==> config.mk <==
export PLATFORM = sky130hd
export DESIGN_NAME = sync_serial_spi_port
export DESIGN_NICKNAME = d
export VERILOG_FILES = /design/src/hw/spi_port_pkg.sv /design/src/hw/sync_serial_spi_port.sv /design/src/hw/spi_rate_gen.sv
export SDC_FILE = /design/constraint.sdc
export NUM_CORES = 1
export LEC_CHECK = 0
export BUFFER_PORTS_ARGS = -buffer_cell sky130_fd_sc_hd__buf_2
export CAP_MARGIN = 20
export CORE_MARGIN = 8
export CORE_UTILIZATION = 35
export CTS_CLUSTER_DIAMETER = 200
export DETAILED_ROUTE_END_ITERATION = 10
export PLACE_DENSITY_LB_ADDON = 0.12
export SLEW_MARGIN = 5
export SYNTH_ARGS = -nofsm -noshare
export SYNTH_HDL_FRONTEND = slang
export SYNTH_HIERARCHICAL = 1
export SYNTH_SLANG_ARGS = --single-unit
==> constraint.sdc <==
create_clock -name clk_i -period 3.3 [get_ports clk_i]
set_input_delay 0.165 -clock clk_i [delete_from_list [all_inputs] [get_ports clk_i]]
set_output_delay 0.165 -clock clk_i [all_outputs]
set_load 0.02 [all_outputs]
==> src/hw/spi_port_pkg.sv <==
`default_nettype none
package spi_port_pkg;

    // ------------------------------------------------------------
    // register byte offsets on the word bus
    // ------------------------------------------------------------
    localparam logic [7:0] OFS_STATUS  = 8'h00; // serial_status_reg
    localparam logic [7:0] OFS_CTRL1   = 8'h04; // serial_control_one
    localparam logic [7:0] OFS_DATA    = 8'h08; // serial_data_buffer
    localparam logic [7:0] OFS_RELOAD  = 8'h0c; // baud_reload_reg
    localparam logic [7:0] OFS_IRQ     = 8'h10; // serial_irq_flag, write one to clear
    localparam logic [7:0] OFS_NONE    = 8'hff; // marks an unmapped access

    // ------------------------------------------------------------
    // field positions
    // ------------------------------------------------------------
    localparam int ST_SMP   = 7;               // input_sample_phase
    localparam int ST_CKE   = 6;               // output clock edge select
    localparam int ST_BF    = 0;               // buffer_full_flag
    localparam int C1_WRITE_COLLISION_FLAG  = 7;               // write_collision_flag
    localparam int C1_EN    = 5;               // port_enable_bit
    localparam int C1_CKP   = 4;               // clock_idle_level
    localparam int IRQ_BIT  = 0;               // serial_irq_flag

    // ------------------------------------------------------------
    // port_mode_select codes
    // ------------------------------------------------------------
    localparam logic [3:0] MODE_DIV4   = 4'h0; // host, clk/4
    localparam logic [3:0] MODE_DIV16  = 4'h1; // host, clk/16
    localparam logic [3:0] MODE_DIV64  = 4'h2; // host, clk/64
    localparam logic [3:0] MODE_TMR    = 4'h3; // host, timer output / 2
    localparam logic [3:0] MODE_CLI_SS = 4'h4; // client, select pin used
    localparam logic [3:0] MODE_CLI    = 4'h5; // client, select pin ignored
    localparam logic [3:0] MODE_RELOAD = 4'ha; // host, clk/(4*(reload+1))

    // ------------------------------------------------------------
    // timing counts: clk cycles per half serial clock period, then half bit and bit numbers
    // ------------------------------------------------------------
    localparam logic [9:0] HALF_DIV4   = 10'h002;
    localparam logic [9:0] HALF_DIV16  = 10'h008;
    localparam logic [9:0] HALF_DIV64  = 10'h020;
    localparam logic [9:0] HALF_STEP   = 10'h002; // per reload step
    localparam logic [4:0] HB_EDGE_MAX = 5'h10;   // last half bit with a clock edge
    localparam logic [4:0] HB_OUT_MAX  = 5'h0f;   // last half bit that drives data
    localparam logic [4:0] HB_LAST     = 5'h11;   // closing half bit of a byte
    localparam logic [2:0] BIT_LAST    = 3'h7;    // eighth bit of a byte

    // ------------------------------------------------------------
    // types
    // ------------------------------------------------------------
    typedef enum logic { ST_IDLE = 1'b0, ST_RUN = 1'b1 } host_state_e;

    typedef struct packed {
        logic       en;   // port_enable_bit
        logic       clock_idle_level;  // clock_idle_level
        logic [3:0] mode; // port_mode_select
        logic       input_sample_phase;  // input_sample_phase
        logic       cke;  // output clock edge select
    } cfg_s;

    typedef struct packed {
        logic sck;
        logic sck_oe;
        logic sdo;
        logic sdo_oe;
    } pin_out_s;

    localparam cfg_s     CFG_RST  = '0;
    localparam pin_out_s PINS_RST = '0;

endpackage : spi_port_pkg
`default_nettype wire

==> src/hw/sync_serial_spi_port.sv <==
`default_nettype none
module sync_serial_spi_port
    import spi_port_pkg::*;
(
    // clock and reset
    input  wire logic         clk_i,
    input  wire logic         resetn_i,
    // ahb-lite slave
    input  wire logic         hsel_i,
    input  wire logic [31:0]  haddr_i,
    input  wire logic [1:0]   htrans_i,
    input  wire logic         hwrite_i,
    input  wire logic [2:0]   hsize_i,
    input  wire logic         hready_i,
    input  wire logic [31:0]  hwdata_i,
    output logic      [31:0]  hrdata_o,
    output logic              hreadyout_o,
    output logic              hresp_o,
    // serial pins, inputs
    input  wire logic         sck_i,
    input  wire logic         sdi_i,
    input  wire logic         ss_n_i,
    input  wire logic         timer_tick_i,
    // serial pins, outputs
    output pin_out_s          pins_o,
    output logic              serial_irq_flag_o
);

    // ------------------------------------------------------------
    // state
    // ------------------------------------------------------------
    cfg_s        cfg_q;                        // control bits
    logic [7:0]  reload_q;                     // baud_reload_reg
    logic [7:0]  sr_q;                         // serial_shift_reg
    logic [7:0]  buf_q;                        // serial_data_buffer
    logic [2:0]  cnt_q;                        // bits taken in this byte
    logic [4:0]  hb_q;                         // host half bits done
    host_state_e st_q;                         // host sequencer
    logic        bf_q;                         // buffer_full_flag
    logic        write_collision_flag_q;                       // write_collision_flag
    logic        sck_q;                        // last seen clock pin
    logic [7:0]  addr_q;                       // bus data phase address
    logic        wr_q;                         // bus write data phase
    logic        rd_q;                         // bus read wait cycle
    logic [31:0] rmux;                         // read data select
    logic        tick;                         // host half period tick

    // ------------------------------------------------------------
    // decode and events
    // ------------------------------------------------------------
    logic       is_host, is_cli, sel_ok, ss_rst, cli_act;
    logic       lead_c, trail_c, samp, outv, done_ev, busy;
    logic       wr_buf, load, coll, start, acc, run;
    logic [4:0] hb_t;
    logic [7:0] shifted;

    // host codes and client codes; others leave the port inert
    assign is_host = cfg_q.en && (cfg_q.mode[3:2] == 2'b00
                                  || cfg_q.mode == MODE_RELOAD);
    assign is_cli  = cfg_q.en && (cfg_q.mode == MODE_CLI_SS
                                  || cfg_q.mode == MODE_CLI);
    assign sel_ok  = (cfg_q.mode == MODE_CLI) || !ss_n_i;
    assign ss_rst  = (cfg_q.mode == MODE_CLI_SS) && ss_n_i;
    assign cli_act = is_cli && sel_ok;
    assign run     = (st_q == ST_RUN);
    assign hb_t    = hb_q + 5'h01;

    // client edges, leading leaves the idle level
    assign lead_c  = (sck_i != cfg_q.clock_idle_level) && (sck_q == cfg_q.clock_idle_level);
    assign trail_c = (sck_i == cfg_q.clock_idle_level) && (sck_q != cfg_q.clock_idle_level);

    // host: odd half bits are leading edges; end sampling waits one half
    always_comb begin
        if (is_host) begin
            samp = run && tick && (hb_t[0] == (cfg_q.cke ^ cfg_q.input_sample_phase))
                   && (cfg_q.input_sample_phase ? hb_t >= 5'h02 : hb_t <= HB_EDGE_MAX);
            outv = run && tick && (hb_t[0] == !cfg_q.cke)
                   && (hb_t <= HB_OUT_MAX);
        end else begin
            samp = cli_act && (cfg_q.cke ? lead_c : trail_c);
            outv = cli_act && (cfg_q.cke ? trail_c : lead_c);
        end
    end

    assign shifted = {sr_q[6:0], sdi_i};
    assign done_ev = samp && (cnt_q == BIT_LAST);
    assign busy    = is_host ? run : (cnt_q != 3'h0);
    assign wr_buf  = wr_q && (addr_q == OFS_DATA);
    // a pending collision blocks writes until software clears it
    assign load    = wr_buf && !busy && !write_collision_flag_q;
    assign coll    = wr_buf && !load;
    assign start   = load && is_host;

    // ------------------------------------------------------------
    // host clock divider
    // ------------------------------------------------------------
    spi_rate_gen #(
        .CW       (10)
    ) u_rate (
        .clk_i    (clk_i),
        .resetn_i (resetn_i),
        .run_i    (run),
        .mode_i   (cfg_q.mode),
        .reload_i (reload_q),
        .timer_i  (timer_tick_i),
        .tick_o   (tick)
    );

    // ------------------------------------------------------------
    // host sequencer
    // ------------------------------------------------------------
    always_ff @(posedge clk_i or negedge resetn_i) begin
        if (!resetn_i) begin
            st_q <= ST_IDLE;
            hb_q <= '0;
        end else if (!is_host) begin
            st_q <= ST_IDLE;
            hb_q <= '0;
        end else begin
            case (st_q)
                ST_IDLE: begin
                    hb_q <= '0;
                    if (start) begin
                        st_q <= ST_RUN;
                    end
                end
                ST_RUN: begin
                    if (tick) begin
                        hb_q <= hb_t;
                        // closing half keeps the last bit whole
                        if (hb_t == HB_LAST) begin
                            st_q <= ST_IDLE;
                        end
                    end
                end
                default: st_q <= ST_IDLE;
            endcase
        end
    end

    // ------------------------------------------------------------
    // bit counter and shift register
    // ------------------------------------------------------------
    always_ff @(posedge clk_i or negedge resetn_i) begin
        if (!resetn_i) begin
            cnt_q <= '0;
        end else if (!cfg_q.en || ss_rst || start) begin
            cnt_q <= '0;
        end else if (samp) begin
            cnt_q <= cnt_q + 3'h1;
        end
    end

    always_ff @(posedge clk_i or negedge resetn_i) begin
        if (!resetn_i) begin
            sr_q <= '0;
        end else if (load) begin
            sr_q <= hwdata_i[7:0];
        end else if (samp) begin
            sr_q <= shifted;
        end
    end

    // ------------------------------------------------------------
    // receive buffer and its flags
    // ------------------------------------------------------------
    always_ff @(posedge clk_i or negedge resetn_i) begin
        if (!resetn_i) begin
            buf_q <= '0;
        end else if (done_ev) begin
            buf_q <= shifted;
        end else if (load) begin
            buf_q <= hwdata_i[7:0];
        end
    end

    // set wins over the read that clears
    always_ff @(posedge clk_i or negedge resetn_i) begin
        if (!resetn_i) begin
            bf_q <= 1'b0;
        end else if (done_ev) begin
            bf_q <= 1'b1;
        end else if (rd_q && addr_q == OFS_DATA) begin
            bf_q <= 1'b0;
        end
    end

    // buffer reads leave it alone; only a one written clears it
    always_ff @(posedge clk_i or negedge resetn_i) begin
        if (!resetn_i) begin
            serial_irq_flag_o <= 1'b0;
        end else if (done_ev) begin
            serial_irq_flag_o <= 1'b1;
        end else if (wr_q && addr_q == OFS_IRQ && hwdata_i[IRQ_BIT]) begin
            serial_irq_flag_o <= 1'b0;
        end
    end

    always_ff @(posedge clk_i or negedge resetn_i) begin
        if (!resetn_i) begin
            write_collision_flag_q <= 1'b0;
        end else if (coll) begin
            write_collision_flag_q <= 1'b1;
        end else if (wr_q && addr_q == OFS_CTRL1 && !hwdata_i[C1_WRITE_COLLISION_FLAG]) begin
            write_collision_flag_q <= 1'b0;
        end
    end

    // ------------------------------------------------------------
    // pin drive
    // ------------------------------------------------------------
    always_ff @(posedge clk_i or negedge resetn_i) begin
        if (!resetn_i) begin
            pins_o <= PINS_RST;
            sck_q  <= 1'b0;
        end else begin
            sck_q         <= sck_i;
            pins_o.sck_oe <= is_host;
            pins_o.sdo_oe <= is_host || cli_act;
            if (!run) begin
                pins_o.sck <= cfg_q.clock_idle_level;
            end else if (tick && hb_t <= HB_EDGE_MAX) begin
                pins_o.sck <= !pins_o.sck;
            end
            if (load) begin
                pins_o.sdo <= hwdata_i[7];
            end else if (outv) begin
                pins_o.sdo <= samp ? sr_q[6] : sr_q[7];
            end
        end
    end

    // ------------------------------------------------------------
    // ahb-lite slave: writes zero wait, reads one wait state
    // ------------------------------------------------------------
    assign acc     = hsel_i && hready_i && htrans_i[1];
    assign hresp_o = 1'b0;

    always_ff @(posedge clk_i or negedge resetn_i) begin
        if (!resetn_i) begin
            addr_q <= OFS_NONE;
            wr_q   <= 1'b0;
            rd_q   <= 1'b0;
        end else begin
            // high address bits must be zero, else the access is unmapped
            addr_q <= (haddr_i[31:5] == 27'h0 && haddr_i[1:0] == 2'b00)
                      ? haddr_i[7:0] : OFS_NONE;
            wr_q   <= acc && hwrite_i;
            rd_q   <= acc && !hwrite_i;
        end
    end

    always_ff @(posedge clk_i or negedge resetn_i) begin
        if (!resetn_i) begin
            cfg_q    <= CFG_RST;
            reload_q <= '0;
        end else if (wr_q) begin
            case (addr_q)
                OFS_CTRL1: begin
                    cfg_q.en   <= hwdata_i[C1_EN];
                    cfg_q.clock_idle_level  <= hwdata_i[C1_CKP];
                    cfg_q.mode <= hwdata_i[3:0];
                end
                OFS_STATUS: begin
                    cfg_q.input_sample_phase  <= hwdata_i[ST_SMP];
                    cfg_q.cke  <= hwdata_i[ST_CKE];
                end
                OFS_RELOAD: reload_q <= hwdata_i[7:0];
                default: ;
            endcase
        end
    end

    always_comb begin
        rmux = '0;
        case (addr_q)
            OFS_STATUS: rmux[7:0] = {cfg_q.input_sample_phase, cfg_q.cke, 5'h00, bf_q};
            OFS_CTRL1:  rmux[7:0] = {write_collision_flag_q, 1'b0, cfg_q.en, cfg_q.clock_idle_level, cfg_q.mode};
            OFS_DATA:   rmux[7:0] = buf_q;
            OFS_RELOAD: rmux[7:0] = reload_q;
            OFS_IRQ:    rmux[0]   = serial_irq_flag_o;
            default:    rmux      = '0;
        endcase
    end

    // wait cycle lets a write just before a read land first
    always_ff @(posedge clk_i or negedge resetn_i) begin
        if (!resetn_i) begin
            hrdata_o    <= '0;
            hreadyout_o <= 1'b1;
        end else begin
            hreadyout_o <= !(acc && !hwrite_i);
            if (rd_q) begin
                hrdata_o <= rmux;
            end
        end
    end
endmodule : sync_serial_spi_port
`default_nettype wire

==> src/hw/spi_rate_gen.sv <==
`default_nettype none
module spi_rate_gen
    import spi_port_pkg::*;
#(
    parameter int CW = 10                      // half period counter width
)(
    // clock and reset
    input  wire logic         clk_i,
    input  wire logic         resetn_i,
    // control
    input  wire logic         run_i,           // host byte in progress
    input  wire logic [3:0]   mode_i,          // port_mode_select
    input  wire logic [7:0]   reload_i,        // baud_reload_reg
    input  wire logic         timer_i,         // timer output pulse
    // half period tick
    output logic              tick_o
);

    // ------------------------------------------------------------
    // half period length per mode
    // ------------------------------------------------------------
    logic [CW-1:0] half;                       // clk cycles per half period
    logic [CW-1:0] cnt_q;                      // cycles into this half

    always_comb begin
        case (mode_i)
            MODE_DIV16:  half = CW'(HALF_DIV16);
            MODE_DIV64:  half = CW'(HALF_DIV64);
            // two clk per step, so the full period is 4*(reload+1)
            MODE_RELOAD: half = CW'(HALF_STEP * ({2'b00, reload_i} + 10'h001));
            default:     half = CW'(HALF_DIV4);
        endcase
    end

    // ------------------------------------------------------------
    // counter; restarts with each byte so the first half is whole
    // ------------------------------------------------------------
    always_ff @(posedge clk_i or negedge resetn_i) begin
        if (!resetn_i) begin
            cnt_q  <= '0;
            tick_o <= 1'b0;
        end else if (!run_i) begin
            cnt_q  <= '0;
            tick_o <= 1'b0;
        end else if (mode_i == MODE_TMR) begin
            // each timer pulse is half a serial clock period
            tick_o <= timer_i;
        end else if (cnt_q == half - CW'(1)) begin
            cnt_q  <= '0;
            tick_o <= 1'b1;
        end else begin
            cnt_q  <= cnt_q + CW'(1);
            tick_o <= 1'b0;
        end
    end

endmodule : spi_rate_gen
`default_nettype wire

* Word-level counts from Yosys, hierarchy flattened
Index checks and enable logic that the tools add are counted.
Cells by class: $add $sub $neg 5, magnitude comparators 3, equal/unequal tests 22, muxes and demuxes 41, bitwise operators 2, reduce and logical (&&, ||, !) cells 61
Operator list (count):
- two-way mux 8 bit | 5
- logical AND 1 bit | 30
- two-way mux 10 bit | 3
- case mux 10 bit (3 select lines) | 1
- case mux 7 bit (4 select lines) | 1
- logical NOT 27 bit | 1
- two-way mux 1 bit | 24
- equality test 8 x 4 -> 1 bit, second input constant | 2
- nonzero test 2 bit | 7
- adder 10 x 1 -> 10 bit, second input constant | 1
- equality test 10 bit | 1
- logical NOT 1 bit | 10
- two-way mux 5 bit | 2
- case mux 5 bit (2 select lines) | 1
- subtractor 10 x 1 -> 10 bit, second input constant | 1
- adder 8 x 1 -> 9 bit, second input constant | 1
- equality test 4 x 2 -> 1 bit, second input constant | 2
- equality test 4 x 3 -> 1 bit, second input constant | 2
- equality test 8 x 3 -> 1 bit, second input constant | 1
- equality test 8 x 5 -> 1 bit, second input constant | 1
- logical NOT 8 bit | 1
- logical OR 1 bit | 6
- two-way mux 3 bit | 2
- AND reduction 2 bit | 3
- 20 further kinds | 25
Storage, ports and cells: register bits 79, bits of input ports 78, output and inout port bits 39, word-level logic and storage cells 160

* Depth between registers and ports, before layout
depth in word-level cells 11, mapped depth 13, mapped depth without buffers 11

* Modules after synthesis
The synthesis kept the hierarchy.
Modules (own cells, without submodules):
- sync_serial_spi_port | instances 1, cells each 344, area an instance 3704.8 um^2, sequential area each 1712.9 um^2
- spi_rate_gen | instances 1, cells each 161, area an instance 1303.8 um^2, sequential area each 275.3 um^2

* Worst setup path before layout
Ideal clock, no wire load.
path kind reg-to-reg, from register cfg_q[5] in the netlist's numbering, to register u_rate.tick_o, library setup time 0.119 ns, arrival time 2.576 ns, required time 3.181 ns, setup slack 0.605 ns, stages on the path, launching flop included 13, path buffers 2, clock period less this slack 2.695 ns, cell sequence dfrtp_1 -> clkbuf_1 -> and4bb_2 -> nand2_1 -> ha_1 -> nor2b_1 -> a21o_1 -> a21oi_1 -> nor3_1 -> o311a_1 -> and4_1 -> buf_6 -> o21a_1
On the way: cells in the longest elaborated chain, start to end 7, elaborated cells on any way between the ends 10, those cells by class add/sub (1); eq/ne (5); mux (4)
Ends and longest elaborated chain:
- from (decl) | line sync_serial_spi_port.sv:32 | cfg_s cfg_q;
- equality test 4 bit, or another cell as far along | line spi_rate_gen.sv:26 | case (mode_i)
- case mux 10 bit (3 select lines) | line spi_rate_gen.sv:26
- subtractor 10 x 1 -> 10 bit | line spi_rate_gen.sv:48 | end else if (cnt_q == half - CW'(1)) begin
- equality test 10 bit | line spi_rate_gen.sv:48
- two-way mux 1 bit | line spi_rate_gen.sv:48
- two-way mux 1 bit * | line spi_rate_gen.sv:45 | end else if (mode_i == MODE_TMR) begin
- two-way mux 1 bit * | line spi_rate_gen.sv:42 | end else if (!run_i) begin
- to (signal assigned) | line spi_rate_gen.sv:47 | tick_o <= timer_i;
- to (decl) | line spi_rate_gen.sv:16 | output logic tick_o
Every way passes the cells marked *; elsewhere a longest branch is shown, timed or not. A chain may end at the register's enable or synchronous reset.

* Worst setup path in the final report
from register reload_q[0], to register u_rate.tick_o
On the way: cells in the longest elaborated chain, start to end 7
Ends and longest elaborated chain:
- from (decl) | line sync_serial_spi_port.sv:33 | logic [7:0] reload_q;
- from (signal assigned) | line sync_serial_spi_port.sv:268 | OFS_RELOAD: reload_q <= hwdata_i[7:0];
- adder 8 x 1 -> 9 bit | line spi_rate_gen.sv:30 | MODE_RELOAD: half = CW'(HALF_STEP * ({2'b00, reload_i} + 10'h001));
- case mux 10 bit (3 select lines) | line spi_rate_gen.sv:26
- subtractor 10 x 1 -> 10 bit | line spi_rate_gen.sv:48
- equality test 10 bit | line spi_rate_gen.sv:48
- two-way mux 1 bit | line spi_rate_gen.sv:48
- two-way mux 1 bit | line spi_rate_gen.sv:45
- two-way mux 1 bit | line spi_rate_gen.sv:42
Every way passes these cells.

==> results.py <==
metrics = {
    "placed_design": {
        "portBuffers": 63,
        "dp_hpwl_um": 8870,
        "dpl.cell_count": 729,
        "dpl-instance-area_mm2": 0.00537,
        "gp_congestion": 0.808,
    },
    "logic_synthesis": {
        "syn_avg_cell_area_um2": 9.92,
        "synthTopCellsByArea": "dfrtp_1 (35%), mux2_2 (6.1%), dfstp_2 (4.7%)",
        "yosysUniqueCellTypes": 70,
        "synth_top_area_share_pct": 35.0,
        "ys_warn_count": 6,
        "synth_edf_count": 0,
        "synth_area_leader_cell": "dfrtp_1",
        "yosys-top-cells-count": "dfrtp_1 (70), nand2_1 (30), buf_4 (27), mux2_2 (27), nor2_1 (26)",
        "synth_seq_cells": 79,
        "synth_most_common_cell": "dfrtp_1",
        "syn-instance-count": 505,
        "syn_area_mm2": 0.00501,
        "ys.flop_type": "dfrtp_1",
        "synth-seq-area-share_pct": 39.7,
        "synthArstFlopShare_pct": 100,
    },
    "timing": {
        "report.final.slew_viol_count": 0,
        "worst_pin_slew_ns": 0.831,
        "fin_tns_setup_ns": 0,
        "final.min_clock_period_ns": 2.94,
        "rsz0062_at_grt": "false",
        "fin_crit_sh_pct": 89.2,
        "hold_viol_final": 0,
        "skew_ns": 0.00906,
        "fmax_mhz": 340,
        "setup_viol": 0,
        "finalHoldWorstSlack_ns": 0.0245,
        "relSlewSlack_pct": 44.3,
    },
    "power_and_ir_drop": {
        "internal_power_uw": 1840,
        "cellPowerDensity_mw_per_mm2": 419,
        "p_leak_uw": 0.00264,
        "power.share.clock_pct": 45.8,
        "power.switching_uw": 567,
        "p_sw_share_pct": 23.5,
        "max-vdd-ir-drop_mv": 0.259,
        "comb_power_share_pct": 10.3,
        "seq_power_share_pct": 43.9,
    },
    "worst_setup_path": {
        "worst_setup_path_end_kind": "flop",
        "worst_path_max_delay_cell": "dfrtp_1",
        "cp_max_fo": 9,
        "timing.rr.start": "reload_q[0]$_DFFE_PN0P_",
        "start_kind": "flop",
        "worstSetupStartpoint": "reload_q[0]$_DFFE_PN0P_",
        "max_stage_delay_ns": 0.43,
        "crit_type": "reg2reg",
        "reg2regPathDepth": 9,
        "rrSetupSlack_ns": 0.36,
        "path_cells": "ha_1 > xor2_1 > or3b_1 > or3_4 > nor2_1 > a21oi_1 > a31oi_2 > and4_1 > o21a_1",
        "arrival_ns": 3.22,
        "reg2reg_to": "u_rate/tick_o$_DFF_PN0_",
        "required_ns": 3.58,
    },
    "clock_network": {
        "path_clk_slew_ns": 0.06,
        "clock_latency_ns": 0.34,
        "post_cts_buffers": 0,
        "clk_path_buf_depth": 2,
        "root_buffer": "clkbuf_16",
        "h-tree-depth": 3,
        "cts.sinks": 79,
        "cts_tree": "done",
        "numCtsBuffers": 9,
    },
    "min_path": {
        "min-delay-start": "haddr_i[2]",
        "hold_path_class": "in2reg",
        "hold-path-endpoint": "addr_q[2]$_DFF_PN1_",
        "whs_path_depth": 2,
    },
    "routing": {
        "dr.first_iter.drc_count": 199,
        "totalWireLength_um": 11700,
        "viasPerCell": 5.06,
        "ant_nets": 0,
        "dr.pass1.iters": 4,
        "wl_per_cell_um": 15.7,
        "drc": 0,
        "vias": 3783,
    },
    "status": {
        "status": "finished, final reports clean",
    },
    "grt": {
        "grt_pass1_wl_um": 19400,
        "gr-usage-all-layers_pct": 12.9,
        "grt_pass1_vias": 3841,
        "grt-ovfl-total": 0,
        "grt_max_degree": 80,
        "antenna_found_initial": 0,
    },
    "final_layout": {
        "syn_to_final_growth_pct": 14.8,
        "nNetsFinal": 651,
        "stdcell_count": 748,
        "stdcell_area_mm2": 0.00575,
        "num_antenna_cells": 0,
        "n_fill_cell": 1362,
        "drive_gt1_share_pct": 25.5,
    },
    "floorplan": {
        "core_mm2": 0.0139,
        "fp-row-count": 43,
        "io_pins": 117,
        "die_h_um": 136,
        "dieArea_mm2": 0.0184,
        "die_x_um": 136,
        "initial_core_util_pct": 35.9,
    },
    "flow_run": {
        "cap_violations": 0,
    },
}
## worst max path at each step
stage                                    to  slack (ns)  depth (start not counted)
global placement    u_rate/tick_o$_DFF_PN0_        0.43                          8
global route        u_rate/tick_o$_DFF_PN0_        0.04                         11
floorplan           u_rate/tick_o$_DFF_PN0_        0.60                         12
detailed placement  u_rate/tick_o$_DFF_PN0_        0.35                          8
CTS                 u_rate/tick_o$_DFF_PN0_        0.33                          8
finish              u_rate/tick_o$_DFF_PN0_        0.36                          9
## stage by stage
step	worst slack (ns)	util (%)	power, uW
2_1_floorplan	0.605	-	1240
3_3_place_gp	0.426	38.5	1320
3_5_place_dp	0.349	38.5	1320
4_1_cts	0.328	41.0	2440
5_1_grt	0.0430	41.3	2520
6_report	0.355	41.3	2410
## logic make-up (layout without fill, tap and decap cells)
family,count (synthesis),after routing,share of synthesized area [%]
other,1,25,0.0749
XOR/XNOR,35,35,6.42
AND/OR/NAND/NOR,176,176,20.6
multiplexers,53,53,11.7
AO/OA/AOI/OAI,81,81,11.0
buffers and inverters,70,109,7.94
adder cells (fa/ha/maj),10,10,2.50
flip-flops,79,79,39.7
## power by group through the flow
stage | Clock, uW | Sequential, uW | Combinational [uW]
floorplan | 0 | 1070 | 176
global placement | 0 | 1080 | 240
detailed placement | 0 | 1080 | 244
CTS | 1140 | 1060 | 245
global route | 1170 | 1070 | 276
finish | 1100 | 1060 | 248
## cell type report
cell class / count / area, um^2 / share of cell area, %
Clock inverter: 3 / 65.1 / 1.13
Inverter: 21 / 78.8 / 1.37
Sequential cell: 79 / 1990 / 34.6
Timing Repair Buffer: 72 / 410 / 7.14
Tap cell: 180 / 225 / 3.92
Clock buffer: 13 / 270 / 4.70
Multi-Input combinational cell: 380 / 2710 / 47.2
## per-layer routing
layer	part of all wire [%]	routed length (um)	vias up	GRT usage (%)
li1	-	-	1872	-
met1	47	5540	1813	17.0
met2	47	5550	88	20.9
met3	4.6	539	10	2.74
met4	0.82	96	0	3.76
met5	0	0	-	0
## critical path: cells and delay by family (launching register included)
kind / cells / cell delay (ns)
fa+ha+maj: 1 / 0.34
flops: 1 / 0.43
compound gates: 3 / 0.50
xor+xnor: 1 / 0.24
simple gates: 4 / 1.38
## cells in the final DEF (no fill, tap or decap), types with 4 or more instances in the layout
cell	Yosys	routed
nor3b_1	4	4
or4_1	4	4
nand2_1	30	30
and3_1	6	6
o21ai_0	18	18
a22o_1	5	5
nor3_1	12	12
nor2b_1	9	9
mux2_2	27	27
nand4_1	15	15
dfrtp_1	70	70
ha_1	10	10
xnor2_1	12	12
xor2_1	22	22
a21oi_1	21	21
inv_1	20	20
mux2_1	8	8
nand3_1	20	20
nand2b_1	8	8
conb_1	1	25
a31o_2	4	4
buf_4	27	7
or2_2	4	4
and2_1	4	4
clkbuf_16	0	9
dfstp_2	9	9
mux2i_1	17	17
buf_2	9	62
nor4_1	9	9
nand4b_1	4	4
nor2_1	26	26
## sequential cells by signal (all words and copies together) (netlist names)
register / count
addr_q: 8
bf_q: 1
buf_q: 8
cfg_q: 8
cnt_q: 3
hb_q: 5
hrdata_o: 8
hreadyout_o: 1
pins_o: 4
rd_q: 1
reload_q: 8
run: 1
sck_q: 1
serial_irq_flag_o: 1
sr_q: 8
u_rate/cnt_q: 10
u_rate/tick_o: 1
wr_q: 1
write_collision_flag_q: 1
## repair_timing
item / CTS / global route
endpoints found under the hold margin: 1 / 20
hold buffers: 1 / 1
gates resized for setup: 0 / 0
No activity file was read; power rests on OpenSTA's default activity.
